===== src/design/otpg_regs.vh =====
`ifndef OTPG_REGS_VH
`define OTPG_REGS_VH
// register indices; the byte address is four times the index
`define OTPG_ADDR_W 10
`define OTPG_IDX_CTRL 8'h90
`define OTPG_IDX_LOW01 8'h92
`define OTPG_IDX_LOW23 8'h93
`define OTPG_IDX_LOW45 8'h94
`define OTPG_IDX_LOW67 8'h95
`define OTPG_IDX_HIGH 8'h96
`define OTPG_IDX_STATUS 8'h97
// test control fields
`define OTPG_CTRL_EN 0
`define OTPG_CTRL_INC 1
`define OTPG_CTRL_PRBS 2
`define OTPG_CTRL_FRAME 3
`define OTPG_CTRL_W 4
// reset values
`define OTPG_RST_CTRL 4'h0
`define OTPG_RST_LOW01 16'h0100
`define OTPG_RST_LOW23 16'h0302
`define OTPG_RST_LOW45 16'h0504
`define OTPG_RST_LOW67 16'h0706
`define OTPG_RST_HIGH 16'h0000
// pattern limits
`define OTPG_WORD_MAX 10'h3ff
`define OTPG_PRBS_SEED 10'h001
`endif


===== src/design/otpg_top.v =====
`timescale 1ns/1ps
`default_nettype none
`include "otpg_regs.vh"
module otpg_top #(
  parameter LANES = 32,
  parameter GROUPS = 8,
  parameter WORD_W = 10
) (
  // clock and reset
  input wire clk,
  input wire rst,
  // register port
  input wire [`OTPG_ADDR_W-1:0] reg_addr,
  input wire [15:0] reg_wdata,
  input wire reg_wr,
  input wire reg_rd,
  output reg [15:0] reg_rdata_ff,
  // link clock and normal pixel stream
  input wire link_clk,
  input wire [LANES*WORD_W-1:0] pix_data,
  input wire pix_frame_sync,
  input wire pix_line_valid,
  // outgoing lanes
  output reg [LANES*WORD_W-1:0] lane_data_ff,
  output reg lane_frame_sync_ff,
  output reg lane_line_valid_ff
);
  localparam [`OTPG_ADDR_W-1:0] A_CTRL = {`OTPG_IDX_CTRL, 2'b00};
  localparam [`OTPG_ADDR_W-1:0] A_L01 = {`OTPG_IDX_LOW01, 2'b00};
  localparam [`OTPG_ADDR_W-1:0] A_L23 = {`OTPG_IDX_LOW23, 2'b00};
  localparam [`OTPG_ADDR_W-1:0] A_L45 = {`OTPG_IDX_LOW45, 2'b00};
  localparam [`OTPG_ADDR_W-1:0] A_L67 = {`OTPG_IDX_LOW67, 2'b00};
  localparam [`OTPG_ADDR_W-1:0] A_HIGH = {`OTPG_IDX_HIGH, 2'b00};
  localparam [`OTPG_ADDR_W-1:0] A_STAT = {`OTPG_IDX_STATUS, 2'b00};

  reg [`OTPG_CTRL_W-1:0] ctrl_ff;
  reg [15:0] low01_ff;
  reg [15:0] low23_ff;
  reg [15:0] low45_ff;
  reg [15:0] low67_ff;
  reg [15:0] high_ff;
  reg [15:0] nxt_rdata;
  reg [2:0] lclk_sync_ff;
  reg [1:0] fs_sync_ff;
  reg [1:0] lv_sync_ff;
  reg [LANES*WORD_W-1:0] pix_s1_ff;
  reg [LANES*WORD_W-1:0] pix_s2_ff;
  reg [15:0] beat_cnt_ff;
  reg nxt_frame_sync;
  reg nxt_line_valid;
  wire [GROUPS*8-1:0] low_all;
  wire [GROUPS*WORD_W-1:0] word_all;
  wire [LANES*WORD_W-1:0] nxt_lane;
  wire [15:0] nxt_beat;
  wire lclk_rise;
  wire test_on;
  wire inc_on;
  wire prbs_on;
  wire frame_on;
  wire unframed;
  wire wr_ctrl;
  wire wr_low01;
  wire wr_low23;
  wire wr_low45;
  wire wr_low67;
  wire wr_high;
  genvar gi;
  genvar li;

  assign low_all = {low67_ff, low45_ff, low23_ff, low01_ff};
  // link clock treated as data: sampled, edge found after the second stage
  // limitation: beats shorter than two clk periods would be missed
  assign lclk_rise = lclk_sync_ff[1] & ~lclk_sync_ff[2];
  assign test_on = ctrl_ff[`OTPG_CTRL_EN];
  assign inc_on = ctrl_ff[`OTPG_CTRL_INC];
  assign prbs_on = ctrl_ff[`OTPG_CTRL_PRBS];
  assign frame_on = ctrl_ff[`OTPG_CTRL_FRAME];
  assign unframed = test_on & ~frame_on;

  // full address compare: the two low bits must be zero as well
  assign wr_ctrl = reg_wr && (reg_addr == A_CTRL);
  assign wr_low01 = reg_wr && (reg_addr == A_L01);
  assign wr_low23 = reg_wr && (reg_addr == A_L23);
  assign wr_low45 = reg_wr && (reg_addr == A_L45);
  assign wr_low67 = reg_wr && (reg_addr == A_L67);
  assign wr_high = reg_wr && (reg_addr == A_HIGH);

  // writes to unmapped indices match no register and change nothing
  always @(posedge clk)
  begin
    if (rst)
      ctrl_ff <= `OTPG_RST_CTRL;
    else if (wr_ctrl)
      ctrl_ff <= reg_wdata[`OTPG_CTRL_W-1:0];
  end

  always @(posedge clk)
  begin
    if (rst)
      low01_ff <= `OTPG_RST_LOW01;
    else if (wr_low01)
      low01_ff <= reg_wdata;
  end

  always @(posedge clk)
  begin
    if (rst)
      low23_ff <= `OTPG_RST_LOW23;
    else if (wr_low23)
      low23_ff <= reg_wdata;
  end

  always @(posedge clk)
  begin
    if (rst)
      low45_ff <= `OTPG_RST_LOW45;
    else if (wr_low45)
      low45_ff <= reg_wdata;
  end

  always @(posedge clk)
  begin
    if (rst)
      low67_ff <= `OTPG_RST_LOW67;
    else if (wr_low67)
      low67_ff <= reg_wdata;
  end

  // high bits of all groups share this one register
  always @(posedge clk)
  begin
    if (rst)
      high_ff <= `OTPG_RST_HIGH;
    else if (wr_high)
      high_ff <= reg_wdata;
  end

  always @*
  begin
    case (reg_addr)
      A_CTRL: nxt_rdata = {{(16-`OTPG_CTRL_W){1'b0}}, ctrl_ff};
      A_L01: nxt_rdata = low01_ff;
      A_L23: nxt_rdata = low23_ff;
      A_L45: nxt_rdata = low45_ff;
      A_L67: nxt_rdata = low67_ff;
      A_HIGH: nxt_rdata = high_ff;
      // status: link beat count, a sign that link_clk is alive
      A_STAT: nxt_rdata = beat_cnt_ff;
      default: nxt_rdata = 16'h0000;
    endcase
  end

  // read data stands for one cycle per cycle of reg_rd, zero otherwise
  always @(posedge clk)
  begin
    if (rst)
      reg_rdata_ff <= 16'h0000;
    else if (reg_rd)
      reg_rdata_ff <= nxt_rdata;
    else
      reg_rdata_ff <= 16'h0000;
  end

  always @(posedge clk)
  begin
    if (rst)
      lclk_sync_ff <= 3'h0;
    else
      lclk_sync_ff <= {lclk_sync_ff[1:0], link_clk};
  end

  always @(posedge clk)
  begin
    if (rst)
      fs_sync_ff <= 2'h0;
    else
      fs_sync_ff <= {fs_sync_ff[0], pix_frame_sync};
  end

  always @(posedge clk)
  begin
    if (rst)
      lv_sync_ff <= 2'h0;
    else
      lv_sync_ff <= {lv_sync_ff[0], pix_line_valid};
  end

  // pixels get the same two stages so they stay aligned with the framing
  always @(posedge clk)
  begin
    if (rst)
      pix_s1_ff <= {LANES*WORD_W{1'b0}};
    else
      pix_s1_ff <= pix_data;
  end

  always @(posedge clk)
  begin
    if (rst)
      pix_s2_ff <= {LANES*WORD_W{1'b0}};
    else
      pix_s2_ff <= pix_s1_ff;
  end

  // per-group word generator, one step per link clock beat
  generate
    for (gi = 0; gi < GROUPS; gi = gi + 1)
    begin : grp
      wire [7:0] low_byte;
      wire [1:0] high_bits;
      wire [WORD_W-1:0] start_word;
      wire at_max;
      wire lfsr_zero;
      wire lfsr_fb;
      reg [WORD_W-1:0] word_ff;
      reg [WORD_W-1:0] nxt_word;

      assign low_byte = low_all[8*gi +: 8];
      assign high_bits = high_ff[2*gi +: 2];
      assign start_word = {high_bits, low_byte};
      assign at_max = (word_ff == `OTPG_WORD_MAX);
      assign lfsr_zero = (word_ff == {WORD_W{1'b0}});
      // feedback taps of x^10+x^7+1
      assign lfsr_fb = word_ff[WORD_W-1] ^ word_ff[WORD_W-4];
      assign word_all[gi*WORD_W +: WORD_W] = word_ff;

      // while disabled the word tracks its start, so enabling begins there
      always @*
      begin
        nxt_word = word_ff;
        if (!test_on)
        begin
          nxt_word = start_word;
        end
        else if (prbs_on)
        begin
          // zero state would lock the lfsr, so it is reseeded
          if (lfsr_zero)
            nxt_word = `OTPG_PRBS_SEED;
          else
            nxt_word = {word_ff[WORD_W-2:0], lfsr_fb};
        end
        else if (inc_on)
        begin
          if (at_max)
            nxt_word = start_word;
          else
            nxt_word = word_ff + {{(WORD_W-1){1'b0}}, 1'b1};
        end
        else
        begin
          nxt_word = start_word;
        end
      end

      // zero only until the first clock after reset loads the start value
      always @(posedge clk)
      begin
        if (rst)
          word_ff <= {WORD_W{1'b0}};
        else if (!test_on || lclk_rise)
          word_ff <= nxt_word;
      end
    end
  endgenerate

  // lane l repeats the word of group l mod GROUPS
  generate
    for (li = 0; li < LANES; li = li + 1)
    begin : lane
      wire [WORD_W-1:0] test_word;
      wire [WORD_W-1:0] pix_word;

      assign test_word = word_all[(li % GROUPS)*WORD_W +: WORD_W];
      assign pix_word = pix_s2_ff[li*WORD_W +: WORD_W];
      assign nxt_lane[li*WORD_W +: WORD_W] = test_on ? test_word : pix_word;
    end
  endgenerate

  // free-running beat count, readable as a liveness status
  assign nxt_beat = beat_cnt_ff + 16'h0001;
  always @(posedge clk)
  begin
    if (rst)
      beat_cnt_ff <= 16'h0000;
    else if (lclk_rise)
      beat_cnt_ff <= nxt_beat;
  end

  // unframed: continuous valid words, no frame sync
  always @*
  begin
    if (unframed)
      nxt_frame_sync = 1'b0;
    else
      nxt_frame_sync = fs_sync_ff[1];
  end

  always @*
  begin
    if (unframed)
      nxt_line_valid = 1'b1;
    else
      nxt_line_valid = lv_sync_ff[1];
  end

  // normal data leaves three clocks after it enters
  always @(posedge clk)
  begin
    if (rst)
      lane_data_ff <= {LANES*WORD_W{1'b0}};
    else
      lane_data_ff <= nxt_lane;
  end

  always @(posedge clk)
  begin
    if (rst)
      lane_frame_sync_ff <= 1'b0;
    else
      lane_frame_sync_ff <= nxt_frame_sync;
  end

  always @(posedge clk)
  begin
    if (rst)
      lane_line_valid_ff <= 1'b0;
    else
      lane_line_valid_ff <= nxt_line_valid;
  end
endmodule
`default_nettype wire


===== config.mk =====
export PLATFORM = sky130hd
export DESIGN_NAME = otpg_top
export DESIGN_NICKNAME = d
export VERILOG_FILES = /design/src/design/otpg_top.v
export VERILOG_INCLUDE_DIRS = /design/src /design/src/design
export SDC_FILE = /design/constraint.sdc
export NUM_CORES = 2
export LEC_CHECK = 0
export BUFFER_PORTS_ARGS = -buffer_cell sky130_fd_sc_hd__buf_4
export CAP_MARGIN = 0
export CELL_PAD_IN_SITES_DETAIL_PLACEMENT = 1
export CELL_PAD_IN_SITES_GLOBAL_PLACEMENT = 1
export CORE_MARGIN = 2
export CORE_UTILIZATION = 38
export CTS_CLUSTER_DIAMETER = 30
export DETAILED_ROUTE_END_ITERATION = 7
export HOLD_SLACK_MARGIN = 0.02
export PLACE_DENSITY = 0.83
export SETUP_SLACK_MARGIN = 0.5
export SLEW_MARGIN = 20
export SYNTH_ARGS = -nofsm -noshare
export SYNTH_HDL_FRONTEND = slang
export SYNTH_SLANG_ARGS = --single-unit

===== constraint.sdc =====
create_clock -name clk -period 2 [get_ports clk]
set_input_delay 0.1 -clock clk [delete_from_list [all_inputs] [get_ports clk]]
set_output_delay 0.1 -clock clk [all_outputs]
set_load 0.01 [all_outputs]

==> run summary, run 1 <==
The run stopped with a tool error. The flow stopped in global routing (5_1_grt). The first error in the log reads "[ERROR GRT-0232] Routing congestion too high. Check the congestion heatmap in the GUI". The post-synthesis net count is 4448.

The adder and majority cell fraction of the synthesized area came out at 0.00540. The last weighted congestion value of the routability-driven placer is 0.924. CTS placed an instance of sky130_fd_sc_hd__clkbuf_16 at the clock tree root. The portion of synthesized area spent on multiplexers is 0.0206. The number of input and output port buffers inserted is 690. The number of enable-type register cells in the synthesized netlist came out at 0. The placed cell area is 0.0468 sq mm.

After the last repair the worst path ends at a sequential cell input. The H-tree was split into 4 levels. Among all flip-flop cells after synthesis, the most frequent one is sky130_fd_sc_hd__dfxtp_1. The post-synthesis instance total came out at 4078. The starting density of the core came out at 0.382. The number of antenna violations at the first check in global routing is 72. The sequential-to-total area share from yosys stat is 0.592.

The pin count of the biggest net entering global routing came out at 178. The mean area per synthesized cell is 9.66 sq um. The simple-gate portion of the synthesized area came out at 0.210. The x dimension of the die came out at 326 microns. Of all flip-flops after synthesis, the portion carrying an async set or reset was 0. Synthesis inferred 1165 register bits. Clock tree synthesis found a total of 1165 sinks. The compound-gate portion of the synthesized area came out at 0.120. The number of buffers on the longest clock path is 3. After synthesis, the largest family of logic cells by area is simple AND/OR/NAND/NOR gates. The HPWL after detailed placement is 101000 microns.

Across every metal layer, demand over resource in global routing totals 0.757. The row count is 118. Summed over all layers, the global routing overflow is 159. Of the total synthesized cell area, the portion taken by XOR and XNOR cells is 0.0156.

The number of top-level pins came out at 691. The floorplan die height is 326 microns. In the global-route stage, repair_timing last flagged the worst endpoint as grp[6].word_ff[2]$_SDFFE_PP0P_/D. The netlist area before placement came out at 0.0394 sq mm. The number of synthesis warnings is 0.

The number of buffers added by the clock tree synthesis step is 212. Counting distinct cell types in the post-synthesis netlist gives 88.
kinds of logic after synthesis:
logic type / after synthesis
simple gates: 1605
flops: 1165
compound gates: 788
buf+inv: 355
mux: 78
xor+xnor: 70
fa+ha+maj: 17
routing by layer:
layer | overflow | GRT usage
met1 | 4 | 0.729
met3 | 6 | 0.661
met2 | 71 | 0.893
met5 | 0 | 0.431
met4 | 78 | 0.766
through the flow:
stage	util	worst slack, ns	std cells	hold WS [ns]
floorplan	-	0.223	4078	0.218
global placement	0.454	0.101	5993	0.309
detailed placement	0.454	0.0602	5993	0.316
CTS	0.585	0.348	6880	0.0202
cell usage after synthesis (31+ instances only):
library cell               number  area [sq um]
sky130_fd_sc_hd__o21ai_0      118           591
sky130_fd_sc_hd__nand3_1       57           285
sky130_fd_sc_hd__nor2b_1      655          4100
sky130_fd_sc_hd__inv_1         35           131
sky130_fd_sc_hd__a21oi_1      447          2240
sky130_fd_sc_hd__a221oi_1      31           272
sky130_fd_sc_hd__nor2_1       150           563
sky130_fd_sc_hd__clkbuf_1     242           908
sky130_fd_sc_hd__nand2_1      583          2190
sky130_fd_sc_hd__mux2i_1       69           691
sky130_fd_sc_hd__xnor2_1       50           438
sky130_fd_sc_hd__buf_2         46           230
sky130_fd_sc_hd__dfxtp_1     1165         23300
timing repair:
action	CTS
gates resized for setup	275
buffers inserted	95
endpoints found under the setup margin	347
gates cloned	17
pin swaps	59
hold buffers	374
hold endpoints to repair	494
==> run 2, diff against run 1 <==
CELL_PAD_IN_SITES_DETAIL_PLACEMENT = default   (was 1)
CELL_PAD_IN_SITES_GLOBAL_PLACEMENT = default   (was 1)
CORE_UTILIZATION = 35   (was 38)
CTS_CLUSTER_DIAMETER = default   (was 30)
HOLD_SLACK_MARGIN = default   (was 0.02)
PLACE_DENSITY = default   (was 0.83)
PLACE_DENSITY_LB_ADDON = 0.15   (was default)
SETUP_SLACK_MARGIN = default   (was 0.5)
clock period = 2.6 ns   (was 2 ns; I/O delays follow)
==> run summary, run 2 <==
The library cells used most frequently in the layout, excluding fill and tap cells, are sky130_fd_sc_hd__dfxtp_1 (1162), sky130_fd_sc_hd__buf_4 (752), sky130_fd_sc_hd__nor2b_1 (654). The post-synthesis net count is 4448. The clock transition at the register clock pins on the worst setup and hold paths after CTS came out at 0.06 ns. The number of global-route vias before repair is 30500. The kind of cell with the highest combined delay along the critical path is buffers and inverters. Summed over all failing endpoints, the final setup total negative slack is 0 ns. The dominant register cell in the synthesized netlist is sky130_fd_sc_hd__dfxtp_1. Sorting the synthesized cells by area gives the leading types as sky130_fd_sc_hd__dfxtp_1 (59%), sky130_fd_sc_hd__nor2b_1 (10%), sky130_fd_sc_hd__a21oi_1 (5.7%). The transition time at the pin with the least slew margin came out at 0.825 ns. The sequential fraction of design power came out at 0.487. The worst setup path is launched from an input port. sky130_fd_sc_hd__dfxtp_1 takes more of the synthesized area than any other cell.

The count of pins over their slew limit was 0. The netlist area before placement is 0.0394 sq mm. The switching fraction of total power is 0.219. In this run, distinct cell masters in the synthesized netlist total 88.

Measured against its own limit, the worst slew margin works out to 0.450. The number of enable-type register cells in the synthesized netlist came out at 0. The class of the most critical setup path is in -> reg. The number of buffers added by the clock tree synthesis step is 119. The count of cells along the worst hold path is 6. For this run, the post-layout net count is 5372. The async set or reset register ratio after synthesis came out at 0.

The reported leakage power is 0.0215 uW. The last weighted congestion value of the routability-driven placer came out at 0.896. The clock share of power came out at 0.456. The final period demand of the worst path came out at 2.38 ns. The proportion of power drawn by combinational gates came out at 0.057. The overall routed net length came out at 130000 microns. The number of buffers on the longest clock path came out at 3. The number of failing hold endpoints at the final stage was 0. The number of setup buffers added after CTS is 0. By instance count, the cell type seen most on the critical path is sky130_fd_sc_hd__dlygate4sd3_1.

The layout has 10700 filler cells. The required time of the critical path is 3.21 ns. The detailed-router iteration count before antenna repair came out at 6. The die footprint is 0.115 sq mm. In this run the power spent charging and discharging nets is 8370 uW.

The slowest cell on the critical path is sky130_fd_sc_hd__dlygate4sd3_1. The share of post-route cells with drive strength above 1 came out at 0.197. The kind of capture point of the worst setup path is a register. The core region is 0.112 sq mm. The flow ran to the end, and the final reports show no timing, DRC or antenna violations. The HPWL after detailed placement came out at 91200 microns. Of the post-synthesis cell area, the dominant cell type holds 0.592.

Dividing the synthesized area by the synthesized cell count gives 9.66 sq um. The violation count after the first detailed-route iteration is 2215. The number of input and output port buffers inserted came out at 690. The DRC violations left is 0.

The cell internal power dissipation came out at 29900 uW. The floorplan step set the die width to 339 microns. The critical path buffer and inverter count is 3. The worst-case IR drop observed on VDD is 541 uV.

Entering global routing, the biggest net connects 179 pins. The initial utilization of the core area, before any placement, comes to 0.352. The number of synthesis warnings came out at 0.

In the final layout, the registers with the most flip-flops are lane_data_ff (320), pix_s1_ff (320), pix_s2_ff (320). After detailed routing, the number of vias per cell comes to 4.74. For the final database, setup skew stands at 0.0385 ns.

Setup repair after global routing left no endpoint under its margin. For flop-to-flop paths, the worst setup slack is 0.52 ns. Measured on the finished design, the core utilization comes to 0.478. The aggregate global-route resource usage came out at 0.219. The wire length of the first global-routing pass came out at 194000 microns. The number of logic stages on the critical path including buffering is 8. The library cell used most frequently in the layout, excluding fill and tap cells, is sky130_fd_sc_hd__dfxtp_1. Max-cap violations in this run came to 0.

Summing over every cut layer, the via total after detailed routing is 31300. The post-cts repair resize count is 0. Measured along the y axis, the die boundary spans 339 microns. Counting flops and latches in the post-synthesis netlist gives 1165.

The clock tree from TritonCTS is yes. The later pin in the worst-skew pair is clocked with a latency of 0.73 ns. Setup violations remaining at the end of the flow were counted as 0. The critical path's largest stage delay came out at 0.63 ns. The upper clock frequency limit is 421 MHz. The number of nets with antenna violations after routing came out at 0. The depth of the worst register-to-register path is 5. The signal on the critical path passes through dlygate4sd3_1 > buf_4 > nor4b_2 > dlygate4sd3_1 > nand2_1 > nor3_1 > nand4b_1 > a21oi_1. The synthesis-to-finish area growth came out at 35.9%. The number of antenna violations at the first check in global routing was 11. The row count is 123.

For this run, the register share of the synthesized area comes to 0.592. The number of sinks handled by clock tree synthesis is 1165. The wire length per cell is 19.7 microns. The arrival time reported for the critical path endpoint came out at 2.99 ns. The total power density per cell area came out at 715 mW/mm^2. The buffer cell driving the clock tree root is sky130_fd_sc_hd__clkbuf_16. Global routing finished with a remaining overflow of 0.

Counting instances in the post-synthesis netlist gives the leading cell types as sky130_fd_sc_hd__dfxtp_1 (1165), sky130_fd_sc_hd__nor2b_1 (655), sky130_fd_sc_hd__nand2_1 (583). Synthesis produced 4078 cells. The worst hold path belongs to the class in -> reg. The number of top-level pins came out at 691.

Dividing the final minimum period by the clock period gives 0.914. The H-tree generated during clock tree synthesis spans 3 levels. The most frequent cell after synthesis is sky130_fd_sc_hd__dfxtp_1. Along the worst path, the maximum fanout reaches 16.
[run 2: cell counts after synthesis]
Identical to the previous run, type by type.
[run 2: area by class of cell]
| type | count | area (sq um) | share of cell area |
|---|---|---|---|
| sequential | 1165 | 23300 | 0.436 |
| timing repair buffer | 1120 | 9480 | 0.177 |
| inverter | 38 | 150 | 0.00280 |
| antenna | 7 | 17.5 | 0.000327 |
| tap | 1500 | 1880 | 0.0350 |
| clock inverter | 47 | 571 | 0.0107 |
| clock buffer | 170 | 3450 | 0.0645 |
| multi-input combinational | 2558 | 14700 | 0.274 |
[run 2: worst min-delay path, cell delays in order]
cell and delay (ns):
sky130_fd_sc_hd__buf_4 0.09, sky130_fd_sc_hd__nor4b_2 0.06, sky130_fd_sc_hd__nand3_1 0.14, sky130_fd_sc_hd__nor2_2 0.11
sky130_fd_sc_hd__nor2b_1 0.12, sky130_fd_sc_hd__a211o_1 0.10
[run 2: path summary, 6_finish.rpt]
| path | startpoint | end |
|---|---|---|
| min | reg_addr[5] | low45_ff[10] |
| max | reg_addr[7] | reg_rdata_ff[0] |
| min reg2reg | pix_s1_ff[68] | pix_s2_ff[68] |
| max reg2reg | grp[7].word_ff[0] | grp[7].word_ff[2] |
[run 2: cells by family after synthesis]
kind of cell	share of synthesized area
and+or+nand+nor	0.210
DFF	0.592
AOI/OAI and AO/OA	0.120
buffers and inverters	0.0363
muxes	0.0206
xor gates and xnor gates	0.0156
adders and majority gates	0.00540
[run 2: what timing repair did]
| action | 4_1_cts | 5_1_grt |
|---|---|---|
| hold buffers | 352 | 0 |
| hold endpoints to repair | 441 | 0 |
| endpoints found under the setup margin | 0 | 0 |
[run 2: routing by layer]
layer	vias up	wire length, microns	track usage
met5	-	32	0
met4	6	3830	0.0743
met3	202	9850	0.0570
met2	950	61000	0.358
met1	14800	55700	0.279
li1	15400	-	-
[run 2: through the flow]
step           hold WS (ns)  area, sq um  instances  total power [uW]  setup slack, ns
6_report             0.0729        53500       6605             38300            0.224
3_5_place_dp          0.344        46000       6029             20800            0.458
4_1_cts             0.00554        53500       6598             38700            0.227
5_1_grt              0.0930        53500       6603             39700           0.0258
2_1_floorplan         0.248        39400       4078             19800            0.622
3_3_place_gp          0.338        46000       6029             20700            0.528
[run 2: power by group through the flow]
stage | Combinational, uW | Sequential [uW] | Clock, uW
after global routing | 2370 | 18700 | 18600
after CTS | 2200 | 18600 | 17900
after floorplan | 782 | 19000 | 0
after global placement | 1730 | 19000 | 0
final | 2180 | 18600 | 17500
after detailed placement | 1740 | 19000 | 0
(Power assumes the default switching activity.)
